<file path="src/hw/acs_defines.vh">
// Behaviour
// - test mode loops rts, serial, holds dsr
// - clearing test mode restores normal operation
// - data bits steered by load flag priority
// - both rate flags load both rates
// - bit 14 sets/clears format load flag
// - format bit 7 write clears its flag
// - bit 13 flag loads interval, auto-clears
// - bit 12 flag loads rx rate, auto-clears
// - bit 11 flag loads tx rate
// - bit 31 write sets all flags
// - format register field layout
// - stop-select picks transmitted stop length
// - receiver checks single stop bit only
// - parity enable and odd/even select
// - parity counts data plus parity bit
// - phase clock divided by four or three
// - length select gives five to eight bits
// - tx buffer bit 7 clears empty flag
// - break refuses transmit buffer loads
`ifndef ACS_DEFINES_VH
`define ACS_DEFINES_VH

// command bit addresses on the serial bit bus
`define ACS_BIT_RESET 5'h1f
`define ACS_BIT_BRK 5'h11
`define ACS_BIT_RTS 5'h10
`define ACS_BIT_TEST 5'h0f
`define ACS_BIT_LDFMT 5'h0e
`define ACS_BIT_LDIV 5'h0d
`define ACS_BIT_LDRX 5'h0c
`define ACS_BIT_LDTX 5'h0b
`define ACS_BIT_DATA_TOP 5'h0a
`define ACS_BIT_BYTE_TOP 5'h07

// load flag positions inside the flag vector
`define ACS_FLG_FMT 3
`define ACS_FLG_IV 2
`define ACS_FLG_RX 1
`define ACS_FLG_TX 0

// format register fields
`define ACS_FMT_STOP_HI 7
`define ACS_FMT_STOP_LO 6
`define ACS_FMT_PAR_ON 5
`define ACS_FMT_PAR_ODD 4
`define ACS_FMT_PRESC 3
`define ACS_FMT_LEN_HI 1
`define ACS_FMT_LEN_LO 0
`define ACS_RATE_DIV8 10

// reset values
`define ACS_FLAGS_RST 4'hf
`define ACS_FMT_RST 8'h00
`define ACS_IV_RST 8'h00
`define ACS_RATE_RST 11'h000

// time base counts
`define ACS_DIV_FOUR 3'h4
`define ACS_DIV_THREE 3'h3
`define ACS_RATE_PRE_MAX 3'h7
`define ACS_TIMER_PRE 7'h40
`define ACS_TEST_SPEEDUP 7'h20
`define ACS_TIMER_PRE_TEST (`ACS_TIMER_PRE / `ACS_TEST_SPEEDUP)

// stop length in half-bit periods
`define ACS_STOP_HALF_ONE 3'h2
`define ACS_STOP_HALF_1P5 3'h3
`define ACS_STOP_HALF_TWO 3'h4

`endif

</file>
<file path="src/hw/acs_fifo.v">
`timescale 1ns/100ps
module acs_fifo #(
    parameter WIDTH = 8,
    parameter DEPTH = 4,
    parameter AW = 2
) (
    input wire clk_i,
    input wire nrst_i,
    input wire clear_i,
    input wire in_valid_i,
    output wire in_ready_o,
    input wire [WIDTH-1:0] in_data_i,
    output wire out_valid_o,
    input wire out_ready_i,
    output wire [WIDTH-1:0] out_data_o
);
    reg [WIDTH-1:0] mem_r [0:DEPTH-1];
    reg [AW-1:0] wr_ptr_r;
    reg [AW-1:0] rd_ptr_r;
    reg [AW:0] count_r;
    wire push;
    wire pop;

    // honest full and empty from the word count
    assign in_ready_o = (count_r != DEPTH[AW:0]);
    assign out_valid_o = (count_r != {(AW+1){1'b0}});
    assign out_data_o = mem_r[rd_ptr_r];
    assign push = in_valid_i && in_ready_o;
    assign pop = out_valid_o && out_ready_i;

    // storage array, no reset needed
    always @(posedge clk_i) begin
        if (push) begin
            mem_r[wr_ptr_r] <= in_data_i;
        end
    end

    // pointers wrap at depth
    always @(posedge clk_i or negedge nrst_i) begin
        if (!nrst_i) begin
            wr_ptr_r <= {AW{1'b0}};
            rd_ptr_r <= {AW{1'b0}};
            count_r <= {(AW+1){1'b0}};
        end else if (clear_i) begin
            wr_ptr_r <= {AW{1'b0}};
            rd_ptr_r <= {AW{1'b0}};
            count_r <= {(AW+1){1'b0}};
        end else begin
            if (push) begin
                wr_ptr_r <= (wr_ptr_r == DEPTH[AW-1:0] - 1'b1) ? {AW{1'b0}} : wr_ptr_r + 1'b1;
            end
            if (pop) begin
                rd_ptr_r <= (rd_ptr_r == DEPTH[AW-1:0] - 1'b1) ? {AW{1'b0}} : rd_ptr_r + 1'b1;
            end
            if (push && !pop) begin
                count_r <= count_r + 1'b1;
            end else if (pop && !push) begin
                count_r <= count_r - 1'b1;
            end
        end
    end
endmodule // acs_fifo

</file>
<file path="src/hw/acs_clkdiv.v">
`timescale 1ns/100ps
`include "acs_defines.vh"
module acs_clkdiv (
    input wire clk_i,
    input wire nrst_i,
    input wire phase_i,
    input wire by_four_i,
    output reg tick_o
);
    reg phase_d_r;
    reg [2:0] cnt_r;
    wire phase_rise;
    wire [2:0] div_n;

    assign phase_rise = phase_i && !phase_d_r;
    assign div_n = by_four_i ? `ACS_DIV_FOUR : `ACS_DIV_THREE;

    // count phase edges, one internal tick every n of them
    always @(posedge clk_i or negedge nrst_i) begin
        if (!nrst_i) begin
            phase_d_r <= 1'b0;
            cnt_r <= 3'h0;
            tick_o <= 1'b0;
        end else begin
            phase_d_r <= phase_i;
            tick_o <= 1'b0;
            if (phase_rise) begin
                if (cnt_r + 3'h1 >= div_n) begin
                    cnt_r <= 3'h0;
                    tick_o <= 1'b1;
                end else begin
                    cnt_r <= cnt_r + 3'h1;
                end
            end
        end
    end
endmodule // acs_clkdiv

</file>
<file path="src/hw/acs_top.v">
`timescale 1ns/100ps
`include "acs_defines.vh"
module acs_top #(
    parameter FIFO_DEPTH = 4,
    parameter FIFO_AW = 2
) (
    input wire clk_i,
    input wire nrst_i,
    input wire cru_wr_i,
    input wire [4:0] cru_addr_i,
    input wire cru_bit_i,
    input wire phase_clk_i,
    input wire serial_in_i,
    input wire cts_n_i,
    input wire dsr_n_i,
    output reg serial_out_o,
    output reg rts_n_o,
    output reg cts_n_seen_o,
    output reg dsr_n_seen_o,
    output wire tx_buffer_empty_o,
    output wire load_flag_any_o,
    output reg [7:0] rx_data_o,
    output reg rx_valid_o,
    output reg rx_parity_err_o,
    output reg rx_frame_err_o,
    output reg timer_elapsed_o
);
    // transmitter states
    localparam T_IDLE = 5'h01;
    localparam T_START = 5'h02;
    localparam T_DATA = 5'h04;
    localparam T_PAR = 5'h08;
    localparam T_STOP = 5'h10;
    // receiver states
    localparam R_IDLE = 5'h01;
    localparam R_START = 5'h02;
    localparam R_DATA = 5'h04;
    localparam R_PAR = 5'h08;
    localparam R_STOP = 5'h10;

    reg [3:0] flags_r;
    reg loopback_test_select_r;
    reg break_command_r;
    reg rts_on_r;
    reg [7:0] fmt_r;
    reg [7:0] iv_r;
    reg [10:0] rx_rate_r;
    reg [10:0] tx_rate_r;
    reg [6:0] tx_hold_r;
    reg [4:0] tx_state_r;
    reg [2:0] tx_half_r;
    reg [2:0] tx_idx_r;
    reg [7:0] tx_shift_r;
    reg tx_par_r;
    reg [4:0] rx_state_r;
    reg rx_half_r;
    reg [2:0] rx_idx_r;
    reg [7:0] rx_shift_r;
    reg rx_par_r;
    reg [6:0] tm_pre_r;
    reg [7:0] tm_cnt_r;
    reg [2:0] stop_halves;

    wire fint_tick;
    wire soft_rst;
    wire data_wr;
    wire [4:0] tgt;
    wire txb_push;
    wire fifo_in_ready;
    wire fifo_out_valid;
    wire fifo_pop;
    wire [7:0] fifo_out_data;
    wire [1:0] half_tick;
    wire [21:0] rates;
    wire rx_line;
    wire cts_eff_n;
    wire [2:0] last_idx;
    wire tx_idle;
    wire [6:0] tm_limit;

    // load target: [4] format, [3] interval, [2] rx rate, [1] tx rate, [0] tx buffer
    function [4:0] acs_target;
        input [3:0] flg;
        begin
            if (flg[`ACS_FLG_FMT]) begin
                acs_target = 5'h10;
            end else if (flg[`ACS_FLG_IV]) begin
                acs_target = 5'h08;
            end else if (flg[`ACS_FLG_RX] || flg[`ACS_FLG_TX]) begin
                acs_target = {2'b00, flg[`ACS_FLG_RX], flg[`ACS_FLG_TX], 1'b0};
            end else begin
                acs_target = 5'h01;
            end
        end
    endfunction

    // parity bit for the active length; odd select flips the sense
    function acs_parity;
        input [7:0] data;
        input [1:0] len;
        input odd;
        reg [7:0] mask;
        begin
            mask = 8'hff >> (2'h3 - len);
            acs_parity = (^(data & mask)) ^ odd;
        end
    endfunction

    assign soft_rst = cru_wr_i && (cru_addr_i == `ACS_BIT_RESET);
    assign data_wr = cru_wr_i && (cru_addr_i <= `ACS_BIT_DATA_TOP);
    assign tgt = acs_target(flags_r);
    assign load_flag_any_o = |flags_r;
    assign txb_push = data_wr && tgt[0] && !break_command_r &&
                      (cru_addr_i == `ACS_BIT_BYTE_TOP);
    assign tx_buffer_empty_o = !fifo_out_valid;

    // loopback steering in test mode
    assign rx_line = loopback_test_select_r ? serial_out_o : serial_in_i;
    assign cts_eff_n = loopback_test_select_r ? rts_n_o : cts_n_i;
    assign last_idx = {1'b1, fmt_r[`ACS_FMT_LEN_HI:`ACS_FMT_LEN_LO]};
    assign tx_idle = (tx_state_r == T_IDLE);
    assign fifo_pop = tx_idle && !break_command_r && !cts_eff_n && !soft_rst;
    assign rates = {tx_rate_r, rx_rate_r};

    // command bits, load flags and register loading
    always @(posedge clk_i or negedge nrst_i) begin
        if (!nrst_i) begin
            flags_r <= `ACS_FLAGS_RST;
            loopback_test_select_r <= 1'b0;
            break_command_r <= 1'b0;
            rts_on_r <= 1'b0;
            fmt_r <= `ACS_FMT_RST;
            iv_r <= `ACS_IV_RST;
            rx_rate_r <= `ACS_RATE_RST;
            tx_rate_r <= `ACS_RATE_RST;
            tx_hold_r <= 7'h00;
        end else if (cru_wr_i) begin
            case (cru_addr_i)
                `ACS_BIT_RESET: begin
                    flags_r <= `ACS_FLAGS_RST;
                    break_command_r <= 1'b0;
                    rts_on_r <= 1'b0;
                end
                `ACS_BIT_BRK: break_command_r <= cru_bit_i;
                `ACS_BIT_RTS: rts_on_r <= cru_bit_i;
                `ACS_BIT_TEST: loopback_test_select_r <= cru_bit_i;
                `ACS_BIT_LDFMT: flags_r[`ACS_FLG_FMT] <= cru_bit_i;
                `ACS_BIT_LDIV: flags_r[`ACS_FLG_IV] <= cru_bit_i;
                `ACS_BIT_LDRX: flags_r[`ACS_FLG_RX] <= cru_bit_i;
                `ACS_BIT_LDTX: flags_r[`ACS_FLG_TX] <= cru_bit_i;
                default: begin
                    if (data_wr) begin
                        // format register, bit 2 stored but unused
                        if (tgt[4] && cru_addr_i <= `ACS_BIT_BYTE_TOP) begin
                            fmt_r[cru_addr_i[2:0]] <= cru_bit_i;
                            if (cru_addr_i == `ACS_BIT_BYTE_TOP) begin
                                flags_r[`ACS_FLG_FMT] <= 1'b0;
                            end
                        end
                        if (tgt[3] && cru_addr_i <= `ACS_BIT_BYTE_TOP) begin
                            iv_r[cru_addr_i[2:0]] <= cru_bit_i;
                            if (cru_addr_i == `ACS_BIT_BYTE_TOP) begin
                                flags_r[`ACS_FLG_IV] <= 1'b0;
                            end
                        end
                        if (tgt[2]) begin
                            rx_rate_r[cru_addr_i[3:0]] <= cru_bit_i;
                            if (cru_addr_i == `ACS_BIT_DATA_TOP) begin
                                flags_r[`ACS_FLG_RX] <= 1'b0;
                            end
                        end
                        if (tgt[1]) begin
                            tx_rate_r[cru_addr_i[3:0]] <= cru_bit_i;
                        end
                        // low buffer bits held until bit 7 pushes the word
                        if (tgt[0] && !break_command_r && fifo_in_ready &&
                            cru_addr_i < `ACS_BIT_BYTE_TOP) begin
                            tx_hold_r[cru_addr_i[2:0]] <= cru_bit_i;
                        end
                    end
                end
            endcase
        end
    end

    // internal time base from the phase clock
    acs_clkdiv u_clkdiv (
        .clk_i(clk_i),
        .nrst_i(nrst_i),
        .phase_i(phase_clk_i),
        .by_four_i(fmt_r[`ACS_FMT_PRESC]),
        .tick_o(fint_tick)
    );

    // transmit buffer words, full refuses further loads
    acs_fifo #(
        .WIDTH(8),
        .DEPTH(FIFO_DEPTH),
        .AW(FIFO_AW)
    ) u_txfifo (
        .clk_i(clk_i),
        .nrst_i(nrst_i),
        .clear_i(soft_rst),
        .in_valid_i(txb_push),
        .in_ready_o(fifo_in_ready),
        .in_data_i({cru_bit_i, tx_hold_r}),
        .out_valid_o(fifo_out_valid),
        .out_ready_i(fifo_pop),
        .out_data_o(fifo_out_data)
    );

    // half-bit rate generators: index 0 receive, 1 transmit
    genvar gi;
    generate
        for (gi = 0; gi < 2; gi = gi + 1) begin : g_rate
            reg [2:0] pre_r;
            reg [9:0] div_r;
            reg half_r;
            wire [10:0] rate;
            wire restart;
            assign rate = rates[gi*11 +: 11];
            assign restart = (gi == 0) ? (rx_state_r == R_IDLE) : soft_rst;
            assign half_tick[gi] = half_r;
            always @(posedge clk_i or negedge nrst_i) begin
                if (!nrst_i) begin
                    pre_r <= 3'h0;
                    div_r <= 10'h000;
                    half_r <= 1'b0;
                end else begin
                    half_r <= 1'b0;
                    if (restart) begin
                        pre_r <= 3'h0;
                        div_r <= 10'h000;
                    end else if (fint_tick) begin
                        if (rate[`ACS_RATE_DIV8] && pre_r != `ACS_RATE_PRE_MAX) begin
                            pre_r <= pre_r + 3'h1;
                        end else begin
                            pre_r <= 3'h0;
                            if (div_r + 10'h001 >= rate[9:0]) begin
                                div_r <= 10'h000;
                                half_r <= 1'b1;
                            end else begin
                                div_r <= div_r + 10'h001;
                            end
                        end
                    end
                end
            end
        end
    endgenerate

    // stop length in half bits
    always @* begin
        case (fmt_r[`ACS_FMT_STOP_HI:`ACS_FMT_STOP_LO])
            2'b00: stop_halves = `ACS_STOP_HALF_1P5;
            2'b01: stop_halves = `ACS_STOP_HALF_TWO;
            default: stop_halves = `ACS_STOP_HALF_ONE;
        endcase
    end

    // transmitter: start, data lsb first, parity, stop
    always @(posedge clk_i or negedge nrst_i) begin
        if (!nrst_i) begin
            tx_state_r <= T_IDLE;
            tx_half_r <= 3'h0;
            tx_idx_r <= 3'h0;
            tx_shift_r <= 8'h00;
            tx_par_r <= 1'b0;
            serial_out_o <= 1'b1;
        end else if (soft_rst) begin
            tx_state_r <= T_IDLE;
            serial_out_o <= 1'b1;
        end else begin
            case (tx_state_r)
                T_IDLE: begin
                    serial_out_o <= !break_command_r; // break holds line low
                    if (fifo_pop && fifo_out_valid) begin
                        tx_shift_r <= fifo_out_data;
                        tx_par_r <= acs_parity(fifo_out_data,
                            fmt_r[`ACS_FMT_LEN_HI:`ACS_FMT_LEN_LO],
                            fmt_r[`ACS_FMT_PAR_ODD]);
                        tx_half_r <= 3'h0;
                        tx_idx_r <= 3'h0;
                        serial_out_o <= 1'b0;
                        tx_state_r <= T_START;
                    end
                end
                T_START, T_DATA, T_PAR: begin
                    if (half_tick[1]) begin
                        tx_half_r <= tx_half_r + 3'h1;
                        if (tx_half_r == 3'h1) begin
                            tx_half_r <= 3'h0;
                            if (tx_state_r == T_DATA && tx_idx_r != last_idx) begin
                                tx_idx_r <= tx_idx_r + 3'h1;
                                serial_out_o <= tx_shift_r[tx_idx_r + 3'h1];
                            end else if (tx_state_r == T_START) begin
                                serial_out_o <= tx_shift_r[0];
                                tx_state_r <= T_DATA;
                            end else if (tx_state_r == T_DATA &&
                                         fmt_r[`ACS_FMT_PAR_ON]) begin
                                serial_out_o <= tx_par_r;
                                tx_state_r <= T_PAR;
                            end else begin
                                serial_out_o <= 1'b1;
                                tx_state_r <= T_STOP;
                            end
                        end
                    end
                end
                T_STOP: begin
                    if (half_tick[1]) begin
                        tx_half_r <= tx_half_r + 3'h1;
                        if (tx_half_r + 3'h1 >= stop_halves) begin
                            tx_half_r <= 3'h0;
                            tx_state_r <= T_IDLE;
                        end
                    end
                end
                default: tx_state_r <= T_IDLE;
            endcase
        end
    end

    // receiver: mid-start check, then samples every full bit
    always @(posedge clk_i or negedge nrst_i) begin
        if (!nrst_i) begin
            rx_state_r <= R_IDLE;
            rx_half_r <= 1'b0;
            rx_idx_r <= 3'h0;
            rx_shift_r <= 8'h00;
            rx_par_r <= 1'b0;
            rx_data_o <= 8'h00;
            rx_valid_o <= 1'b0;
            rx_parity_err_o <= 1'b0;
            rx_frame_err_o <= 1'b0;
        end else if (soft_rst) begin
            rx_state_r <= R_IDLE;
            rx_valid_o <= 1'b0;
        end else begin
            rx_valid_o <= 1'b0;
            case (rx_state_r)
                R_IDLE: begin
                    if (!rx_line) begin
                        rx_state_r <= R_START;
                    end
                end
                R_START: begin
                    if (half_tick[0]) begin
                        rx_half_r <= 1'b0;
                        rx_idx_r <= 3'h0;
                        rx_shift_r <= 8'h00;
                        rx_state_r <= rx_line ? R_IDLE : R_DATA;
                    end
                end
                R_DATA, R_PAR, R_STOP: begin
                    if (half_tick[0]) begin
                        rx_half_r <= !rx_half_r;
                        if (rx_half_r) begin
                            if (rx_state_r == R_DATA) begin
                                rx_shift_r[rx_idx_r] <= rx_line;
                                rx_idx_r <= rx_idx_r + 3'h1;
                                if (rx_idx_r == last_idx) begin
                                    rx_state_r <= fmt_r[`ACS_FMT_PAR_ON] ? R_PAR : R_STOP;
                                end
                            end else if (rx_state_r == R_PAR) begin
                                rx_par_r <= rx_line;
                                rx_state_r <= R_STOP;
                            end else begin
                                // one stop bit checked whatever the select
                                rx_data_o <= rx_shift_r;
                                rx_valid_o <= 1'b1;
                                rx_frame_err_o <= !rx_line;
                                rx_parity_err_o <= fmt_r[`ACS_FMT_PAR_ON] &&
                                    (rx_par_r != acs_parity(rx_shift_r,
                                    fmt_r[`ACS_FMT_LEN_HI:`ACS_FMT_LEN_LO],
                                    fmt_r[`ACS_FMT_PAR_ODD]));
                                rx_state_r <= R_IDLE;
                            end
                        end
                    end
                end
                default: rx_state_r <= R_IDLE;
            endcase
        end
    end

    // interval timer, prescale shortened in test mode
    assign tm_limit = loopback_test_select_r ? `ACS_TIMER_PRE_TEST : `ACS_TIMER_PRE;
    always @(posedge clk_i or negedge nrst_i) begin
        if (!nrst_i) begin
            tm_pre_r <= 7'h00;
            tm_cnt_r <= 8'h00;
            timer_elapsed_o <= 1'b0;
        end else begin
            timer_elapsed_o <= 1'b0;
            if (soft_rst) begin
                tm_pre_r <= 7'h00;
                tm_cnt_r <= 8'h00;
            end else if (fint_tick) begin
                if (tm_pre_r + 7'h01 >= tm_limit) begin
                    tm_pre_r <= 7'h00;
                    if (tm_cnt_r + 8'h01 == iv_r) begin
                        tm_cnt_r <= 8'h00;
                        timer_elapsed_o <= 1'b1;
                    end else begin
                        tm_cnt_r <= tm_cnt_r + 8'h01;
                    end
                end else begin
                    tm_pre_r <= tm_pre_r + 7'h01;
                end
            end
        end
    end

    // modem lines: rts drops only once transmission has drained
    always @(posedge clk_i or negedge nrst_i) begin
        if (!nrst_i) begin
            rts_n_o <= 1'b1;
            cts_n_seen_o <= 1'b1;
            dsr_n_seen_o <= 1'b1;
        end else begin
            if (rts_on_r) begin
                rts_n_o <= 1'b0;
            end else if (tx_idle && !fifo_out_valid && !break_command_r) begin
                rts_n_o <= 1'b1;
            end
            cts_n_seen_o <= cts_eff_n;
            dsr_n_seen_o <= loopback_test_select_r ? 1'b0 : dsr_n_i;
        end
    end
endmodule // acs_top

</file>
<file path="config.mk">
export PLATFORM = sky130hd
export DESIGN_NAME = acs_top
export DESIGN_NICKNAME = d
export VERILOG_FILES = /design/src/hw/acs_fifo.v /design/src/hw/acs_clkdiv.v /design/src/hw/acs_top.v
export VERILOG_INCLUDE_DIRS = /design/src /design/src/hw
export SDC_FILE = /design/constraint.sdc
export NUM_CORES = 1
export LEC_CHECK = 0
export ABC_AREA = 1
export BUFFER_PORTS_ARGS = -buffer_cell sky130_fd_sc_hd__clkbuf_2
export CAP_MARGIN = 10
export CORE_UTILIZATION = 23
export DETAILED_ROUTE_END_ITERATION = 8
export PLACE_DENSITY = 0.33
export SLEW_MARGIN = 10
export SYNTH_ARGS = -nofsm -noshare
export SYNTH_HDL_FRONTEND = slang
export SYNTH_SLANG_ARGS = --single-unit
</file>
<file path="constraint.sdc">
create_clock -name clk_i -period 3.9 [get_ports clk_i]
set_clock_uncertainty 0.05 [all_clocks]
set_input_delay 0.39 -clock clk_i [delete_from_list [all_inputs] [get_ports clk_i]]
set_output_delay 0.39 -clock clk_i [all_outputs]
set_load 0.01 [all_outputs]
</file>
==> run summary, run 1 <==
Status - finished with violations
Violated checks - design-rule violations
Net Count, Synth - 1429
Pint - 3.90 mW
Switch share - 41.0%
Synth area leaders - dfrtp_1 (34%), nand2_1 (12%), edfxtp_1 (8.8%)
Register bit total from synthesis - 192
Final ANT Viol Nets - 0
WL final - 29800 um
CTS tree - built
Total gr overflow - 0
Routed vias - 8722
Rel. slew slack - 41.2%
Bufs on Longest Clock Path - 2
Sink Count - 192
Minimum clock period - 2.84 ns
Worst Path Class, Setup - register to register
Post-DR vias/cell - 4.32
Commonest cells after routing, fill and taps aside - nand2_1 (360), inv_1 (173), dfrtp_1 (150), nor2_1 (115), nand3_1 (112)
Final period utilization - 72.8%
Crit path max fanout - 10
Worst Hold Class - input port to register
Crit path max-delay family - simple AND/OR/NAND/NOR gates
Worst Reg-to-Reg Cells - 14
Die Height - 220 um
Fin util - 26.3%
GRT Resource Usage Total - 13.4%
Synth warn - 0
Worst Setup SP - g_rate[1].div_r[2]$_DFFE_PN0P_
DR iter-0 viols - 464
Internal reg-to-reg setup slack - 1.06 ns
Unrepaired setup endpoints after global routing - false
GPL Wtd Cong - 0.782
Post-synth EDFFs - 32
Area growth from synthesis to layout - 12.5%
Post-Syn Area - 10900 um^2
DR WL/cell - 14.8 um
CP Capture Point - g_rate[1].div_r[6]$_DFFE_PN0P_
Antenna violations before repair - 1
FF-to-FF Start - g_rate[1].div_r[2]$_DFFE_PN0P_
Max Fclk - 352 MHz
IO Pins - 31
Area leader, netlist - dfrtp_1
Worst setup EP type - register
Reg power frac - 38.9%
Max Cap Violations - 0
CTS root buf - clkbuf_16
Worst path depth - 14
Cells after Synth - 1369
Largest net degree at the start of global routing - 73
Main synth FF type - dfrtp_1
Post-DP HPWL - 21600 um
# rows - 79
Worst-path cell chain - inv_1 -> nor3_2 -> nand2_1 -> nor3_1 -> xor2_1 -> inv_1 -> ha_1 -> nand2_1 -> nor2_1 -> o211ai_1 -> nand4_1 -> clkinv_1 -> nand3_1 -> o21ai_0
CP max stage cell - dfrtp_1
# fillers - 5114
Total Die Area - 48200 um^2
NumNets Final - 1460
# DRC - 4
Setup crit start kind - register
Worst reg2reg endpoint - g_rate[1].div_r[6]$_DFFE_PN0P_
WP data required - 4.18 ns
Post-synth top area share - 34.5%
Leak Pwr - 5.85 nW
Core area - 46700 um^2
Commonest non-fill, non-tap cell in the layout - nand2_1
Pwr Density - 539 nW/um^2
Num CTS Buffers - 17
Starting Density - 23.4%
Slew at the pin closest to its max-slew limit - 0.876 ns
Global-route wire length before repair - 49100 um
Clk slew on worst S/H paths - 0.08 ns
Post-synth ARST share - 83.3%
Post-CTS setup buffers - 0
DR pass1 iterations - 7
Vias in the first global route - 8670
H-tree depth - 4
Final hold viol count - 0
Avg Cell Area, Syn - 7.96 um^2
IO buf count - 30
Layout cell share with drive strength beyond 1 - 9.62%
Clock latency on the worst-skew pair - 0.49 ns
Sw Pwr - 2.71 mW
Slew Limit Fails - 0
Largest stage delay on the critical path - 0.40 ns
Count of cell types in the netlist - 57
Combinational fraction of design power - 34.8%
VDD IR max - 254 uV
Die Span X - 220 um
TNS Setup - 0 ns
Clk pwr share - 26.3%
Worst path bufs/invs - 3
Arr. time, crit path - 3.12 ns
Final count of negative-setup-slack endpoints - 0
Sequential-to-total area share from yosys stat - 45.7%
[worst register-to-register path, stage by stage (launching register included)]
cell	delay [ns]
dfrtp_1	0.40
inv_1	0.08
nor3_2	0.26
nand2_1	0.12
nor3_1	0.21
xor2_1	0.16
inv_1	0.08
ha_1	0.31
nand2_1	0.08
nor2_1	0.14
o211ai_1	0.11
nand4_1	0.12
clkinv_1	0.29
nand3_1	0.17
o21ai_0	0.10
[routing by layer]
metal	up-vias	share of wire [%]	routed length [um]	global-route usage (%)
met1	4059	50	15000	17.9
met4	0	1.6	484	5.38
met2	69	46	13700	21.3
met5	-	0	0	0
met3	28	2.3	692	2.54
li1	4566	-	-	-
[logic make-up after synthesis]
family                     after synthesis  share of synthesized area (%)
and+or+nand+nor                        655                           26.4
AOI/OAI and AO/OA                      231                           12.0
buffers and inverters                  223                           8.74
DFF                                    192                           45.7
adders and majority gates               47                           5.47
xor gates and xnor gates                21                           1.69
[cell usage after synthesis (4+ instances only)]
cell type,instances
dfrtp_1,150
nand2_1,360
o21ai_1,22
inv_1,173
buf_4,4
o31ai_1,7
o211ai_1,9
dfstp_2,10
nand3_1,112
nand4_1,21
o21ai_0,91
buf_6,7
nor2_1,115
o21ai_2,5
inv_2,11
ha_1,46
nor3_1,13
xor2_1,13
edfxtp_1,32
clkbuf_1,9
xnor2_1,8
a31oi_1,31
o22ai_1,4
buf_2,12
nand2_2,6
a21oi_1,47
nor2_2,6
o21a_1,4
[what timing repair did]
item                                   4_1_cts  5_1_grt
resized for setup                            0        0
hold buffers                                 3        0
endpoints found under the hold margin       63        0
[power groups by stage]
stage	Sequential [mW]	Clock (mW)	Combinational, mW
5_1_grt	2.62	1.91	2.69
4_1_cts	2.58	1.84	2.36
3_5_place_dp	2.62	0	2.35
6_report	2.57	1.74	2.30
3_3_place_gp	2.62	0	2.36
2_1_floorplan	2.54	0	1.73
[through the flow]
stage | instance area, um^2 | hold slack, ns | power, mW | instances | setup slack [ns]
CTS | 12300 | 0.164 | 6.78 | 2020 | 1.03
finish | 12300 | 0.217 | 6.61 | 2021 | 1.06
global route | 12300 | 0.204 | 7.22 | 2021 | 0.698
detailed placement | 11700 | 0.342 | 4.96 | 1985 | 1.05
floorplan | 10900 | 0.0444 | 4.28 | 1369 | 1.36
global placement | 11700 | 0.336 | 4.98 | 1985 | 1.07
[cell type report]
type	count	area [um^2]	area share (%)
Tap cell	607	759	6.20
Clock buffer	17	425	3.47
Inverter	189	724	5.91
Sequential cell	192	4980	40.6
Clock inverter	15	121	0.990
Timing Repair Buffer	46	284	2.32
Antenna cell	1	2.50	0.0204
Multi-Input combinational cell	954	4960	40.5
[how the worst min path moves through the flow]
stage / from / endpoint / cells after the start
2_1_floorplan: nrst_i / break_command_r$_DFFE_PN0P_ / 0
4_1_cts: cru_wr_i / flags_r[2]$_DFFE_PN1P_ / 2
6_report: cts_n_i / cts_n_seen_o$_DFF_PN1_ / 3
5_1_grt: cts_n_i / cts_n_seen_o$_DFF_PN1_ / 3
3_5_place_dp: rts_on_r$_DFFE_PN0P_ / rts_n_o$_DFFE_PN1P_ / 1
3_3_place_gp: rts_on_r$_DFFE_PN0P_ / rts_n_o$_DFFE_PN1P_ / 1
[state kept, by name, indices dropped and copies added, names as in the netlist, 6 cells and up]
register and flops:
u_txfifo.mem_r 32, g_rate.rate 22, g_rate.div_r 20, iv_r 8, rx_data_o 8, rx_shift_r 8
tm_cnt_r 8, tx_shift_r 8, fmt_r 7, tm_pre_r 7, tx_hold_r 7, g_rate.pre_r 6
Power figures use the tool's default switching activity.
==> run 2: changes to the inputs <==
--- a/config.mk
+++ b/config.mk
@@ -11,7 +11,7 @@
 export CAP_MARGIN = 10
 export CORE_UTILIZATION = 23
 export DETAILED_ROUTE_END_ITERATION = 8
-export PLACE_DENSITY = 0.33
+export PLACE_DENSITY = 0.34
 export SLEW_MARGIN = 10
 export SYNTH_ARGS = -nofsm -noshare
 export SYNTH_HDL_FRONTEND = slang
==> constraint.sdc (replaced) <==
create_clock -name clk_i -period 2.4 [get_ports clk_i]
set_clock_uncertainty 0.05 [all_clocks]
set_input_delay 0.24 -clock clk_i [delete_from_list [all_inputs] [get_ports clk_i]]
set_output_delay 0.24 -clock clk_i [all_outputs]
set_load 0.01 [all_outputs]
==> run 2 against run 1 <==
  * The flow finishes with violations (design-rule violations, negative setup slack)
  * Non-clock buffer count increased by 76
  * Sequential power increased by 62%
  * Sequential share of layout area decreased by 2.8 points
  * Critical endpoint is now g_rate[0].div_r[1]$_DFFE_PN0P_
  * Largest power group is now combinational logic
==> run summary, run 2 (same netlist as run 1, synthesis figures left out) <==
TNS Setup - -2.36 ns
GPL Wtd Cong - 0.763
Rel. slew slack - 38.7%
DR iter-0 viols - 622
Final period utilization - 111%
NumNets Final - 1537
Global-route wire length before repair - 49700 um
CTS tree - built
Slew Limit Fails - 0
Minimum clock period - 2.66 ns
Sink Count - 192
VDD IR max - 474 uV
WL final - 30700 um
Leak Pwr - 6.29 nW
Worst Hold Class - input port to register
Area occupied by multi-input gates - 5180 um^2
Crit path max fanout - 3
Worst Path Class, Setup - register to register
CTS root buf - clkbuf_16
Status - finished with violations
Min setup slack post-route - -0.260 ns
Max FFs per register - 32
Setup crit start kind - register
Total gr overflow - 0
Starting Density - 23.4%
Clock latency on the worst-skew pair - 0.50 ns
IO buf count - 30
Final hold viol count - 0
Max Fclk - 376 MHz
Max Cap Violations - 0
Post-DP HPWL - 22100 um
# DRC - 6
Slew at the pin closest to its max-slew limit - 0.916 ns
Num CTS Buffers - 17
Post-placement setup slack - -0.201 ns
Final ANT Viol Nets - 0
IO Pins - 31
Die Height - 220 um
Commonest non-fill, non-tap cell in the layout - nand2_1
Die Span X - 220 um
Vias in the first global route - 9011
Routed vias - 9120
Biggest register - u_txfifo.mem_r
# rows - 79
H-tree depth - 4
Commonest cells after routing, fill and taps aside - nand2_1 (353), inv_1 (166), dfrtp_1 (149), nor2_1 (109), nand3_1 (97)
Arr. time, crit path - 3.02 ns
Sequential Area - 4980 um^2
Final count of negative-setup-slack endpoints - 12
Bufs on Longest Clock Path - 2
WP data required - 2.76 ns
Total Die Area - 48200 um^2
Pwr Density - 868 nW/um^2
Layout cell share with drive strength beyond 1 - 17.6%
Core area - 46700 um^2
Violated checks - design-rule violations, negative setup slack
Unrepaired setup endpoints after global routing - true
Antenna violations before repair - 0
Worst setup EP type - register
Area growth from synthesis to layout - 20.8%
DR WL/cell - 14.6 um
Post-DR vias/cell - 4.35
# fillers - 5049
GRT Resource Usage Total - 13.6%
ANT cells - 0
DR pass1 iterations - 7
Clk slew on worst S/H paths - 0.07 ns
Largest net degree at the start of global routing - 58
## run 2: per-layer routing
metal  GRT usage (%)  vias to the layer above  share of wire (%)
li1                -                     4719                  -
met4            5.72                        0                2.4
met1            17.8                     4265                 49
met5               0                        -                  0
met3            2.77                       33                2.4
met2            21.7                      103                 46
## run 2: final cells by class
class,count,share of cell area (%)
inverters,189,5.60
multi-input cells,954,39.4
repair inverters,1,0.0856
clock buffers,19,3.53
clock inverters,13,0.837
flip-flops and latches,192,37.8
repair buffers,122,6.94
well taps,607,5.77
## run 2: repair_timing
item                                    4_1_cts  5_1_grt
hold buffers                                  4        0
hold endpoints to repair                     94        0
pin swaps                                     9       25
cloned                                        2        0
gates resized for setup                      26       59
endpoints found under the setup margin       22       37
buffers inserted                             22        1
## run 2: worst paths after layout
check                                          startpoint                              to  slack, ns  cells after the start
setup / recovery           g_rate[0].div_r[1]$_DFFE_PN0P_  g_rate[0].div_r[1]$_DFFE_PN0P_      -0.26                     18
hold reg to reg                      rts_on_r$_DFFE_PN0P_             rts_n_o$_DFFE_PN1P_       0.40                      1
setup reg to reg           g_rate[0].div_r[1]$_DFFE_PN0P_  g_rate[0].div_r[1]$_DFFE_PN0P_      -0.26                     18
hold / removal                                   cru_wr_i          flags_r[2]$_DFFE_PN1P_       0.06                      3
min in group asynchronous                          nrst_i        tx_hold_r[4]$_DFFE_PN0P_       0.20                      2
max in group asynchronous                          nrst_i          flags_r[1]$_DFFE_PN1P_       1.35                      3
## run 2: per-stage QoR
| stage | cells | instance area [um^2] | power [mW] | hold slack (ns) | util (%) |
|---|---|---|---|---|---|
| 3_5_place_dp | 2036 | 12100 | 8.30 | 0.129 | 25.9 |
| 5_1_grt | 2097 | 13200 | 12.4 | 0.0536 | 28.2 |
| 4_1_cts | 2096 | 13000 | 11.5 | 0.00553 | 27.8 |
| 2_1_floorplan | 1369 | 10900 | 6.96 | -0.106 | - |
| 6_report | 2097 | 13200 | 11.4 | 0.0570 | 28.2 |
| 3_3_place_gp | 2036 | 12100 | 8.29 | 0.133 | 25.9 |
## run 2: where the power goes
group	switching, mW	internal (mW)	total (mW)
Sequential	0.385	3.78	4.17
Clock	1.48	1.45	2.93
Combinational	2.81	1.51	4.33
Total	4.68	6.75	11.4
## run 2: worst max-delay path: stages (launching register included)
cell and delay, ns:
dfrtp_1 0.41, inv_2 0.07, buf_4 0.13, buf_4 0.12
buf_4 0.12, buf_4 0.12, buf_4 0.12, buf_4 0.12
buf_4 0.12, buf_4 0.12, buf_4 0.12, buf_4 0.12
buf_4 0.12, buf_4 0.12, buf_4 0.12, buf_4 0.12
buf_4 0.12, buf_4 0.12, o21ai_1 0.13
